File: src/hdl/sfsr_pkg.sv
// constants of the flash soft-reset and command-spacing sequencer
// assumes a 125 MHz system clock that oversamples the serial pins
package sfsr_pkg;

    // system clock period
    localparam int unsigned CLK_PERIOD_NS      = 8;

    // opcodes seen by the sequencer
    localparam logic [7:0]  OP_RESET_ENABLE    = 8'h66;
    localparam logic [7:0]  OP_RESET           = 8'h99;
    localparam logic [7:0]  OP_POWER_DOWN      = 8'hb9;
    localparam logic [7:0]  OP_RELEASE        = 8'hab;
    localparam logic [7:0]  OP_SUSPEND         = 8'h75;
    localparam logic [7:0]  OP_RESUME          = 8'h7a;
    localparam logic [7:0]  OP_WRITE_ENABLE    = 8'h06;
    localparam logic [7:0]  OP_WRITE_DISABLE   = 8'h04;
    localparam logic [7:0]  OP_PLAIN_READ      = 8'h03;

    // frame length of a bare opcode
    localparam logic [3:0]  OPCODE_BITS        = 4'h8;
    localparam logic [3:0]  BITS_SATURATE      = 4'h9;

    // delivery and power-on values
    localparam int          STATUS_WIDTH       = 24;
    localparam int          DRIVE_LSB_POS      = 21;
    localparam logic [23:0] STATUS_RESET       = 24'h200000;
    localparam logic [7:0]  BLANK_BYTE         = 8'hff;
    localparam logic [7:0]  READ_PARAM_RESET   = 8'h00;
    localparam logic [7:0]  CONT_READ_RESET    = 8'h00;
    localparam logic [2:0]  WRAP_RESET         = 3'h0;
    localparam logic [1:0]  SUSPEND_PROGRAM    = 2'h1;
    localparam logic [1:0]  SUSPEND_ERASE      = 2'h2;

    // times in their own units
    localparam int unsigned POWERDOWN_ENTRY_US = 3;
    localparam int unsigned WAKE_TIME_US       = 20;
    localparam int unsigned RESET_RECOVER_US   = 30;
    localparam int unsigned RESET_ERASE_MS     = 12;
    localparam int unsigned POWERUP_DELAY_US10 = 18000;  // 1.8 ms in tenths of a microsecond

    // cycle counts; longest times round down
    localparam int unsigned POWERDOWN_CYCLES   = (POWERDOWN_ENTRY_US * 1000) / CLK_PERIOD_NS;
    localparam int unsigned WAKE_CYCLES        = (WAKE_TIME_US * 1000) / CLK_PERIOD_NS;
    localparam int unsigned RESET_CYCLES       = (RESET_RECOVER_US * 1000) / CLK_PERIOD_NS;
    localparam int unsigned RESET_ERASE_CYCLES = (RESET_ERASE_MS * 1000000) / CLK_PERIOD_NS;
    localparam int unsigned POWERUP_CYCLES     = (POWERUP_DELAY_US10 * 100) / CLK_PERIOD_NS;

    // pin sync, edge detect and decode eat this much of a deadline counted from the pin
    localparam int unsigned PIN_LATENCY_CYCLES = 4;
    localparam int unsigned POWERDOWN_LOAD     = POWERDOWN_CYCLES - PIN_LATENCY_CYCLES;
    localparam int unsigned WAKE_LOAD          = WAKE_CYCLES - PIN_LATENCY_CYCLES;

    // width of the shared interval timer
    localparam int          TIMER_WIDTH        = 24;

endpackage

File: src/hdl/sfsr_sequencer.sv
// soft-reset, deep power-down and suspend sequencer of a serial flash
// assumes serial pins are asynchronous to clk and oversampled well above the serial rate
// Notes on behaviour
// - reset needs enable frame then reset frame
// - accepted reset aborts internal work, power-on state
// - accepted reset clears every volatile setting
// - commands ignored during reset recovery
// - fresh array reads back all ones
// - status starts zero except drive bit one
// - deep power-down reached within three microseconds
// - standby reached within twenty microseconds after release
`timescale 1ns/1ps
`default_nettype none

module sfsr_sequencer
    import sfsr_pkg::*;
#(
    parameter int unsigned RESET_ERASE_COUNT = RESET_ERASE_CYCLES,
    parameter int unsigned POWERUP_COUNT     = POWERUP_CYCLES
)
(
    // clock and reset
    input  wire logic                    clk,
    input  wire logic                    rstn,
    // serial pins
    input  wire logic                    csN,
    input  wire logic                    sck,
    input  wire logic                    si,
    // array engine state
    input  wire logic                    writeInProgress,
    input  wire logic                    eraseActive,
    input  wire logic                    welClear,
    // volatile setting loads from the command decoder
    input  wire logic                    statusLoad,
    input  wire logic [STATUS_WIDTH-1:0] statusData,
    input  wire logic                    readParamLoad,
    input  wire logic [7:0]              readParamData,
    input  wire logic                    contReadLoad,
    input  wire logic [7:0]              contReadData,
    input  wire logic                    wrapLoad,
    input  wire logic [2:0]              wrapData,
    // volatile state
    output var  logic [STATUS_WIDTH-1:0] statusValue,
    output var  logic                    writeEnableLatch,
    output var  logic [1:0]              suspendFlags,
    output var  logic [7:0]              readParamBits,
    output var  logic [7:0]              contReadBits,
    output var  logic [2:0]              wrapSettingBits,
    output var  logic [7:0]              blankByte,
    // sequencing
    output var  logic                    abortOp,
    output var  logic                    deepPowerDown,
    output var  logic                    ready,
    output var  logic                    cmdIgnored
);

    typedef enum logic [2:0] {
        PWR_START,
        PWR_WAIT,
        IDLE,
        RECOVER,
        PD_ENTER,
        DEEP,
        WAKE
    } sfsr_mode_t;

    typedef struct packed {
        logic [1:0]              csSync;
        logic [1:0]              sckSync;
        logic [1:0]              siSync;
        logic                    csPrev;
        logic                    sckPrev;
        logic [7:0]              shift;
        logic [3:0]              bitCount;
        sfsr_mode_t              mode;
        logic                    resetArmed;
        logic                    write_enable_latch;
        logic [1:0]              sus;
        logic [STATUS_WIDTH-1:0] status;
        logic [7:0]              readParam;
        logic [7:0]              contRead;
        logic [2:0]              wrap;
        logic                    deep;
        logic                    ready;
        logic                    abort;
        logic                    ignored;
    } sfsr_state_t;

    sfsr_state_t st_reg;
    sfsr_state_t st_next;

    logic                   timerLoad;
    logic [TIMER_WIDTH-1:0] timerValue;
    logic                   timerDone;

    logic                   frameEnd;
    logic                   sckRise;
    logic                   exact8;

    sfsr_timer #(
        .WIDTH     (TIMER_WIDTH)
    ) intervalTimer (
        .clk       (clk),
        .rstn      (rstn),
        .load      (timerLoad),
        .loadValue (timerValue),
        .done      (timerDone)
    );

    always_comb
    begin
        st_next         = st_reg;
        timerLoad       = 1'b0;
        timerValue      = '0;
        st_next.abort   = 1'b0;
        st_next.ignored = 1'b0;

        // pins pass two flip-flops; edges are seen on the second stage
        st_next.csSync  = {st_reg.csSync[0], csN};
        st_next.sckSync = {st_reg.sckSync[0], sck};
        st_next.siSync  = {st_reg.siSync[0], si};
        st_next.csPrev  = st_reg.csSync[1];
        st_next.sckPrev = st_reg.sckSync[1];

        frameEnd = st_reg.csSync[1] && !st_reg.csPrev;
        sckRise  = st_reg.sckSync[1] && !st_reg.sckPrev && !st_reg.csSync[1];
        exact8   = (st_reg.bitCount == OPCODE_BITS);

        if (st_reg.csSync[1])
        begin
            st_next.bitCount = '0;
        end
        else if (sckRise)
        begin
            // keep the opcode once eight bits are in, so trailing clocks leave it intact
            if (st_reg.bitCount < OPCODE_BITS)
            begin
                st_next.shift = {st_reg.shift[6:0], st_reg.siSync[1]};
            end
            if (st_reg.bitCount != BITS_SATURATE)
            begin
                st_next.bitCount = st_reg.bitCount + 1'b1;
            end
        end

        // hardware side updates of volatile settings
        if (welClear)
        begin
            st_next.write_enable_latch = 1'b0;
        end
        if (statusLoad)
        begin
            st_next.status = statusData;
        end
        if (readParamLoad)
        begin
            st_next.readParam = readParamData;
        end
        if (contReadLoad)
        begin
            st_next.contRead = contReadData;
        end
        if (wrapLoad)
        begin
            st_next.wrap = wrapData;
        end

        case (st_reg.mode)
            PWR_START:
            begin
                timerLoad    = 1'b1;
                timerValue   = POWERUP_COUNT[TIMER_WIDTH-1:0];
                st_next.mode = PWR_WAIT;
            end
            PWR_WAIT:
            begin
                if (timerDone)
                begin
                    st_next.mode  = IDLE;
                    st_next.ready = 1'b1;
                end
            end
            IDLE:
            begin
                if (frameEnd && st_reg.bitCount >= OPCODE_BITS)
                begin
                    st_next.resetArmed = 1'b0;
                    if (exact8 && st_reg.shift == OP_RESET_ENABLE)
                    begin
                        st_next.resetArmed = 1'b1;
                    end
                    else if (exact8 && st_reg.shift == OP_RESET && st_reg.resetArmed)
                    begin
                        st_next.abort     = 1'b1;
                        st_next.write_enable_latch       = 1'b0;
                        st_next.sus       = 2'h0;
                        st_next.status    = STATUS_RESET;
                        st_next.readParam = READ_PARAM_RESET;
                        st_next.contRead  = CONT_READ_RESET;
                        st_next.wrap      = WRAP_RESET;
                        st_next.deep      = 1'b0;
                        st_next.ready     = 1'b0;
                        st_next.mode      = RECOVER;
                        timerLoad         = 1'b1;
                        timerValue        = eraseActive ? RESET_ERASE_COUNT[TIMER_WIDTH-1:0]
                                                        : RESET_CYCLES[TIMER_WIDTH-1:0];
                    end
                    else if (exact8 && st_reg.shift == OP_POWER_DOWN)
                    begin
                        st_next.ready = 1'b0;
                        st_next.mode  = PD_ENTER;
                        timerLoad     = 1'b1;
                        timerValue    = POWERDOWN_LOAD[TIMER_WIDTH-1:0];
                    end
                    else if (exact8 && st_reg.shift == OP_WRITE_ENABLE)
                    begin
                        st_next.write_enable_latch = 1'b1;
                    end
                    else if (exact8 && st_reg.shift == OP_WRITE_DISABLE)
                    begin
                        st_next.write_enable_latch = 1'b0;
                    end
                    else if (exact8 && st_reg.shift == OP_SUSPEND)
                    begin
                        if (writeInProgress && st_reg.sus == 2'h0)
                        begin
                            st_next.sus = eraseActive ? SUSPEND_ERASE : SUSPEND_PROGRAM;
                        end
                    end
                    else if (exact8 && st_reg.shift == OP_RESUME)
                    begin
                        if (!writeInProgress && st_reg.sus != 2'h0)
                        begin
                            st_next.sus = 2'h0;
                        end
                    end
                end
            end
            RECOVER:
            begin
                if (frameEnd)
                begin
                    st_next.ignored = 1'b1;
                end
                if (timerDone)
                begin
                    st_next.mode  = IDLE;
                    st_next.ready = 1'b1;
                end
            end
            PD_ENTER:
            begin
                if (frameEnd)
                begin
                    st_next.ignored = 1'b1;
                end
                if (timerDone)
                begin
                    st_next.deep = 1'b1;
                    st_next.mode = DEEP;
                end
            end
            DEEP:
            begin
                if (frameEnd && st_reg.bitCount >= OPCODE_BITS && st_reg.shift == OP_RELEASE)
                begin
                    st_next.mode = WAKE;
                    timerLoad    = 1'b1;
                    timerValue   = WAKE_LOAD[TIMER_WIDTH-1:0];
                end
                else if (frameEnd)
                begin
                    st_next.ignored = 1'b1;
                end
            end
            WAKE:
            begin
                if (frameEnd)
                begin
                    st_next.ignored = 1'b1;
                end
                if (timerDone)
                begin
                    st_next.deep  = 1'b0;
                    st_next.ready = 1'b1;
                    st_next.mode  = IDLE;
                end
            end
            default:
            begin
                st_next.mode = PWR_START;
            end
        endcase
    end

    always_ff @(posedge clk)
    begin
        if (!rstn)
        begin
            st_reg           <= '0;
            st_reg.csSync    <= 2'h3;
            st_reg.csPrev    <= 1'b1;
            st_reg.mode      <= PWR_START;
            st_reg.status    <= STATUS_RESET;
            st_reg.readParam <= READ_PARAM_RESET;
            st_reg.contRead  <= CONT_READ_RESET;
            st_reg.wrap      <= WRAP_RESET;
        end
        else
        begin
            st_reg <= st_next;
        end
    end

    // fixed erased-cell value is held in its own flip-flop
    always_ff @(posedge clk)
    begin
        if (!rstn)
        begin
            blankByte <= BLANK_BYTE;
        end
        else
        begin
            blankByte <= BLANK_BYTE;
        end
    end

    assign statusValue      = st_reg.status;
    assign writeEnableLatch = st_reg.write_enable_latch;
    assign suspendFlags     = st_reg.sus;
    assign readParamBits    = st_reg.readParam;
    assign contReadBits     = st_reg.contRead;
    assign wrapSettingBits  = st_reg.wrap;
    assign abortOp          = st_reg.abort;
    assign deepPowerDown    = st_reg.deep;
    assign ready            = st_reg.ready;
    assign cmdIgnored       = st_reg.ignored;

endmodule // sfsr_sequencer

`default_nettype wire

File: src/hdl/sfsr_timer.sv
// one-shot down counter for the sequencer's waiting intervals
// assumes load is a single-cycle request from logic on the same clock
`timescale 1ns/1ps
`default_nettype none

module sfsr_timer
    import sfsr_pkg::*;
#(
    parameter int WIDTH = TIMER_WIDTH
)
(
    // clock and reset
    input  wire logic             clk,
    input  wire logic             rstn,
    // control
    input  wire logic             load,
    input  wire logic [WIDTH-1:0] loadValue,
    // status
    output var  logic             done
);

    typedef struct packed {
        logic [WIDTH-1:0] count;
        logic             done;
    } sfsr_timer_state_t;

    sfsr_timer_state_t st_reg;
    sfsr_timer_state_t st_next;

    always_comb
    begin
        st_next      = st_reg;
        st_next.done = 1'b0;
        if (load)
        begin
            st_next.count = loadValue;
        end
        else if (st_reg.count != '0)
        begin
            st_next.count = st_reg.count - 1'b1;
            // pulse as the count reaches zero
            st_next.done  = (st_reg.count == {{(WIDTH-1){1'b0}}, 1'b1});
        end
    end

    always_ff @(posedge clk)
    begin
        if (!rstn)
        begin
            st_reg <= '0;
        end
        else
        begin
            st_reg <= st_next;
        end
    end

    assign done = st_reg.done;

endmodule // sfsr_timer

`default_nettype wire

File: config.mk
export PLATFORM = sky130hd
export DESIGN_NAME = sfsr_sequencer
export DESIGN_NICKNAME = d
export VERILOG_FILES = /design/src/hdl/sfsr_pkg.sv /design/src/hdl/sfsr_sequencer.sv /design/src/hdl/sfsr_timer.sv
export SDC_FILE = /design/constraint.sdc
export NUM_CORES = 1
export LEC_CHECK = 0
export BUFFER_PORTS_ARGS = -buffer_cell sky130_fd_sc_hd__buf_4
export CORE_MARGIN = 2
export CORE_UTILIZATION = 45
export DETAILED_ROUTE_END_ITERATION = 6
export PLACE_DENSITY = 0.74
export SETUP_SLACK_MARGIN = 0.5
export SKIP_LAST_GASP = 1
export SLEW_MARGIN = 20
export SYNTH_ARGS = -nofsm -noshare
export SYNTH_HDL_FRONTEND = slang
export SYNTH_SLANG_ARGS = --single-unit
File: constraint.sdc
create_clock -name clk -period 2.31 [get_ports clk]
set_input_delay 0.5775 -clock clk [delete_from_list [all_inputs] [get_ports clk]]
set_output_delay 0.5775 -clock clk [all_outputs]
set_load 0.02 [all_outputs]
==> flow_metrics.env, run 1 <==
export IMPL_firstDrtPassIters=4
export IMPL_vias_per_cell=5.37
export IMPL_cts_hold_buf=0
export IMPL_cts_buffer_depth=2
export IMPL_drtAntennaViolNets=0
export IMPL_mostFrequentLayoutCell="buf_4"
export IMPL_postLayoutCoreUtil=0.610
export IMPL_synth_async_sr_flop_share=0
export IMPL_leakagePower_nw=2.63
export IMPL_avgSynthCellArea_um2=8.99
export IMPL_die_x_um=107
export IMPL_critPathSlowestCell="or4_4"
export IMPL_path_clk_slew_ns=0.10
export IMPL_numCtsBuffers=9
export IMPL_cts_num_sinks=99
export IMPL_rr_startpoint="intervalTimer.st_reg[15]"
export IMPL_drive_gt1_frac=0.392
export IMPL_startpoint_type="flop"
export IMPL_rsz0062_at_grt="yes"
export IMPL_wl_per_cell_um=15.4
export IMPL_outcome="complete, no violations"
export IMPL_critical_path_required_ns=2.62
export IMPL_synth_cells=529
export IMPL_hold_class="in2reg"
export IMPL_synth_seq_cells=99
export IMPL_totalWireLength_um=11800
export IMPL_max_cap_viol_count=0
export IMPL_drc=0
export IMPL_antenna_cells=0
export IMPL_synthFlopType="dfxtp_1"
export IMPL_drtIter0Drc=209
export IMPL_grt_antenna_before_repair=0
export IMPL_ir_worst_vdd_mv=0.304
export IMPL_mostFrequentLayoutCells="buf_4, dfxtp_1, nor2_1, mux2i_1, nand2_1"
export IMPL_htree_levels=3
export IMPL_finClkSkew_ns=0.0164
export IMPL_yosys_warnings=0
export IMPL_fillerInstances=829
export IMPL_io_pin_count=113
export IMPL_gp_congestion=0.870
export IMPL_synth_edf_count=0
export IMPL_setup_tns_ns=0
export IMPL_power_density_mw_per_mm2=663
export IMPL_critPathArrivalTime_ns=2.42
export IMPL_whs_ns=0.373
export IMPL_fmax_ghz=0.473
export IMPL_slowest_delay_ns=0.53
export IMPL_grt_use_total=0.193
export IMPL_multiInputGateArea_mm2=0.00264
export IMPL_ys_seq_area_frac=0.417
export IMPL_initial_core_util=0.463
export IMPL_num_vias=4087
export IMPL_min_period_ns=2.12
export IMPL_cp_common_cell="or3_1"
export IMPL_nets=682
export IMPL_path_class="reg2reg"
export IMPL_worstHoldStart="csN"
export IMPL_root_buffer="clkbuf_8"
export IMPL_finalSetupViolCount=0
export IMPL_seq_area_mm2=0.00202
export IMPL_die_area_mm2=0.0114
export IMPL_startpoint="intervalTimer.st_reg[15]"
export IMPL_end_kind="flop"
export IMPL_dp_slack_ns=0.0696
export IMPL_portBuffers=104
export IMPL_area_delta_synth_final_pct=31.8
export IMPL_std_cell_rows=37
export IMPL_fp_dieH_um=107
export IMPL_first_global_vias=3868
export IMPL_grt_max_degree=43
export IMPL_setup_slack_ns=0.195
export IMPL_worstSkewPairLatency_ns=0.38
export IMPL_syn_area_mm2=0.00475
export IMPL_grt_pass1_wl_um=18000
export IMPL_yosysUniqueCellTypes=64
export IMPL_path_cells="or4_4 -> or3_4 -> or3_1 -> or3_1 -> a21oi_1"
export IMPL_cts_tree="built"
export IMPL_hold_violations=0
export IMPL_dp_hpwl_um=7970
export IMPL_core_area_mm2=0.0103
export IMPL_gr_total_overflow=0
export IMPL_period_share=0.916
export IMPL_final_max_slew_viol_count=0
export IMPL_path_max_fanout=4
==> path summary, 6_finish.rpt <==
kind              slack [ns]                        to  depth (start not counted)
hold reg to reg         0.42               st_next[67]                          1
setup reg to reg        0.19  intervalTimer.st_reg[23]                          5
hold / removal          0.37               st_next[73]                          2
setup / recovery        0.19  intervalTimer.st_reg[23]                          5
==> area by class of cell <==
type                            instances  area share
Multi-Input combinational cell        349       0.421
Sequential cell                        99       0.322
Timing Repair Buffer                  150       0.187
Tap cell                              136      0.0272
Clock buffer                           10      0.0220
Clock inverter                          5      0.0136
Inverter                               12     0.00799
==> timing repair <==
action,4_1_cts,5_1_grt
gates resized for setup,47,49
endpoints found under the setup margin,48,76
pin swaps,26,17
buffers inserted,15,14
==> through the flow <==
stage                     cell area, µm²  total power [mW]  std cells
final                               6270              4.16        761
after global routing                6270              4.34        761
after CTS                           5960              4.09        747
after detailed placement            5440              2.76        717
after global placement              5440              2.74        717
after floorplan                     4840              2.52        536
==> layer usage <==
layer | track usage | up-vias | share of wire
met1 | 0.227 | 1936 | 0.40
met3 | 0.0450 | 21 | 0.061
li1 | - | 1984 | -
met4 | 0.0742 | 0 | 0.020
met5 | 0 | - | 0
met2 | 0.341 | 146 | 0.52
==> kinds of logic after synthesis <==
group / after synthesis / share of synthesized area
buffers and inverters: 88 / 0.113
and+or+nand+nor: 183 / 0.201
xor gates and xnor gates: 20 / 0.0368
adders and majority gates: 6 / 0.0158
muxes: 46 / 0.0971
AOI/OAI and AO/OA: 86 / 0.119
DFF: 99 / 0.417
other: 1 / 0.000789
==> worst max-delay path, delay by kind of cell (launching register included) <==
| kind | cells | cell delay, ns |
|---|---|---|
| AND/OR/NAND/NOR | 4 | 1.58 |
| AO/OA/AOI/OAI | 1 | 0.14 |
| flip-flops | 1 | 0.33 |
==> cell usage after synthesis, drive strengths merged, types with 4 or more instances <==
library cell | n | area (µm²)
xnor2 | 15 | 131
o2111ai | 4 | 35.0
mux2i | 45 | 450
or4 | 5 | 41.3
dfxtp | 99 | 1980
nand3 | 8 | 40.0
inv | 11 | 41.3
a21oi | 22 | 110
clkbuf | 20 | 75.1
nand2 | 33 | 124
ha | 6 | 75.1
buf | 56 | 417
nand2b | 4 | 25.0
nand4 | 6 | 37.5
or3 | 6 | 37.5
o21ai | 25 | 125
nand4b | 4 | 35.0
nor3 | 12 | 71.3
and2 | 7 | 43.8
nor4 | 7 | 43.8
nor2 | 65 | 244
xor2 | 5 | 43.8
nand3b | 4 | 30.0
==> power breakdown <==
part	switching [mW]	internal (mW)	total, mW
registers	0.119	1.82	1.93
clock network	0.598	0.641	1.24
logic	0.506	0.476	0.983
total	1.22	2.93	4.16
Note: power is estimated with default switching activity, not from simulation.
==> run 2: changes to the inputs <==
PLACE_DENSITY = 0.72   (was 0.74)
clock period = 2.74 ns   (was 2.31 ns; I/O delays follow)
==> run 2 against run 1 <==
  * Fmax is 7.8% lower
  * Critical endpoint is now intervalTimer.st_reg[18]
  * Via count is 4.2% lower
  * Count of clock-buffer cells in the layout is 1 lower
  * Sequential cell count stayed put
  * Register-to-register slack better by 0.25 ns
  * Largest cell class unchanged
  * Clock skew is 0.0031 ns lower
  * Highest routed layer unchanged
  * Clock power hardly changed
==> flow_metrics.env, run 2 (same netlist as run 1, synthesis figures left out) <==
export IMPL_cts_tree="built"
export IMPL_drc=0
export IMPL_firstDrtPassIters=5
export IMPL_num_vias=3914
export IMPL_rsz0062_at_grt="yes"
export IMPL_hold_violations=0
export IMPL_startpoint_type="flop"
export IMPL_end_kind="flop"
export IMPL_gr_total_overflow=0
export IMPL_core_area_mm2=0.0103
export IMPL_finalSetupViolCount=0
export IMPL_grt_pass1_wl_um=16800
export IMPL_total_power_mw=3.56
export IMPL_final_area_mm2=0.00574
export IMPL_whs_ns=0.422
export IMPL_gp_congestion=0.887
export IMPL_path_clk_slew_ns=0.10
export IMPL_slew_headroom=0.425
export IMPL_worst_pin_slew_ns=0.855
export IMPL_path_class="reg2reg"
export IMPL_std_cell_rows=37
export IMPL_nets=656
export IMPL_totalWireLength_um=10800
export IMPL_first_global_vias=3592
export IMPL_io_pin_count=113
export IMPL_die_area_mm2=0.0114
export IMPL_critPathSlowestCell="or4_4"
export IMPL_mostFrequentLayoutCell="buf_4"
export IMPL_drtAntennaViolNets=0
export IMPL_cts_num_sinks=99
export IMPL_portBuffers=104
export IMPL_cp_common_cell="buf_4"
export IMPL_fin_cells=736
export IMPL_path_cells="or4_4 -> or3_4 -> buf_12 -> nor3_4 -> buf_4 -> nand3b_1 -> buf_4 -> o21ai_1"
export IMPL_critPathArrivalTime_ns=2.55
export IMPL_fp_dieH_um=107
export IMPL_postLayoutCoreUtil=0.559
export IMPL_grt_use_total=0.183
export IMPL_grt_max_degree=43
export IMPL_worstSkewPairLatency_ns=0.38
export IMPL_root_buffer="clkbuf_8"
export IMPL_mostFrequentLayoutCells="buf_4, dfxtp_1, nor2_1, mux2i_1, nand2_1"
export IMPL_period_share=0.837
export IMPL_path_delay_family="simple AND/OR/NAND/NOR gates"
export IMPL_power_density_mw_per_mm2=620
export IMPL_area_delta_synth_final_pct=20.8
export IMPL_fmax_ghz=0.436
export IMPL_antenna_cells=0
export IMPL_path_max_fanout=7
export IMPL_vias_per_cell=5.32
export IMPL_max_cap_viol_count=0
export IMPL_initial_core_util=0.463
export IMPL_die_x_um=107
export IMPL_critical_path_required_ns=3.00
export IMPL_hold_class="reg2reg"
export IMPL_grt_antenna_before_repair=0
export IMPL_wl_per_cell_um=14.7
export IMPL_htree_levels=3
export IMPL_ir_worst_vdd_mv=0.263
export IMPL_final_max_slew_viol_count=0
export IMPL_numCtsBuffers=9
export IMPL_drtIter0Drc=249
export IMPL_setup_tns_ns=0
export IMPL_drive_gt1_frac=0.265
export IMPL_min_period_ns=2.29
export IMPL_dpl_cell_area_mm2=0.00530
export IMPL_setup_slack_ns=0.446
export IMPL_dpl_cell_count=708
export IMPL_dp_hpwl_um=7680
export IMPL_dp_slack_ns=0.366
export IMPL_cts_hold_buf=0
export IMPL_outcome="complete, no violations"
export IMPL_leakagePower_nw=2.45
export IMPL_cts_buffer_depth=2
export IMPL_finClkSkew_ns=0.0133
export IMPL_worst_path_buf_inv=3
export IMPL_slowest_delay_ns=0.56
-- run 2: cell types whose count changed in the layout (fill, tap and decap cells not counted), sizes merged --
cell | previous run | this run
clkbuf | 10 | 9
buf | 150 | 124
bufinv | 2 | 4
-- run 2: worst paths after layout --
check,startpoint,end,slack (ns),cells past startpoint
setup / recovery,intervalTimer.st_reg[17],intervalTimer.st_reg[18],0.45,8
setup reg to reg,intervalTimer.st_reg[17],intervalTimer.st_reg[18],0.45,8
hold reg to reg,st_next[73],st_next[67],0.42,1
hold / removal,st_next[73],st_next[67],0.42,1
-- run 2: timing repair --
item / 4_1_cts / 5_1_grt
endpoints found under the setup margin: 13 / 63
buffers inserted: 6 / 6
cloned: 0 / 0
pin swaps: 1 / 7
resized for setup: 3 / 12
-- run 2: metal layers --
metal,track usage,routed length (µm)
met1,0.230,4720
met2,0.296,4960
met3,0.0480,882
met4,0.0761,242
met5,0,0
-- run 2: cell type report --
class / instances / area [µm²]
Fill cell: 912 / 4530
Multi-Input combinational cell: 349 / 2330
Sequential cell: 99 / 1990
Inverter: 12 / 45.0
Tap cell: 136 / 170
Timing Repair Buffer: 124 / 943
Clock buffer: 9 / 124
Clock inverter: 7 / 148
-- run 2: power breakdown --
group          internal (mW)  switching, mW  leakage (nW)
logic                  0.328          0.382          1.50
clock network          0.708          0.528         0.132
registers               1.54         0.0820         0.813
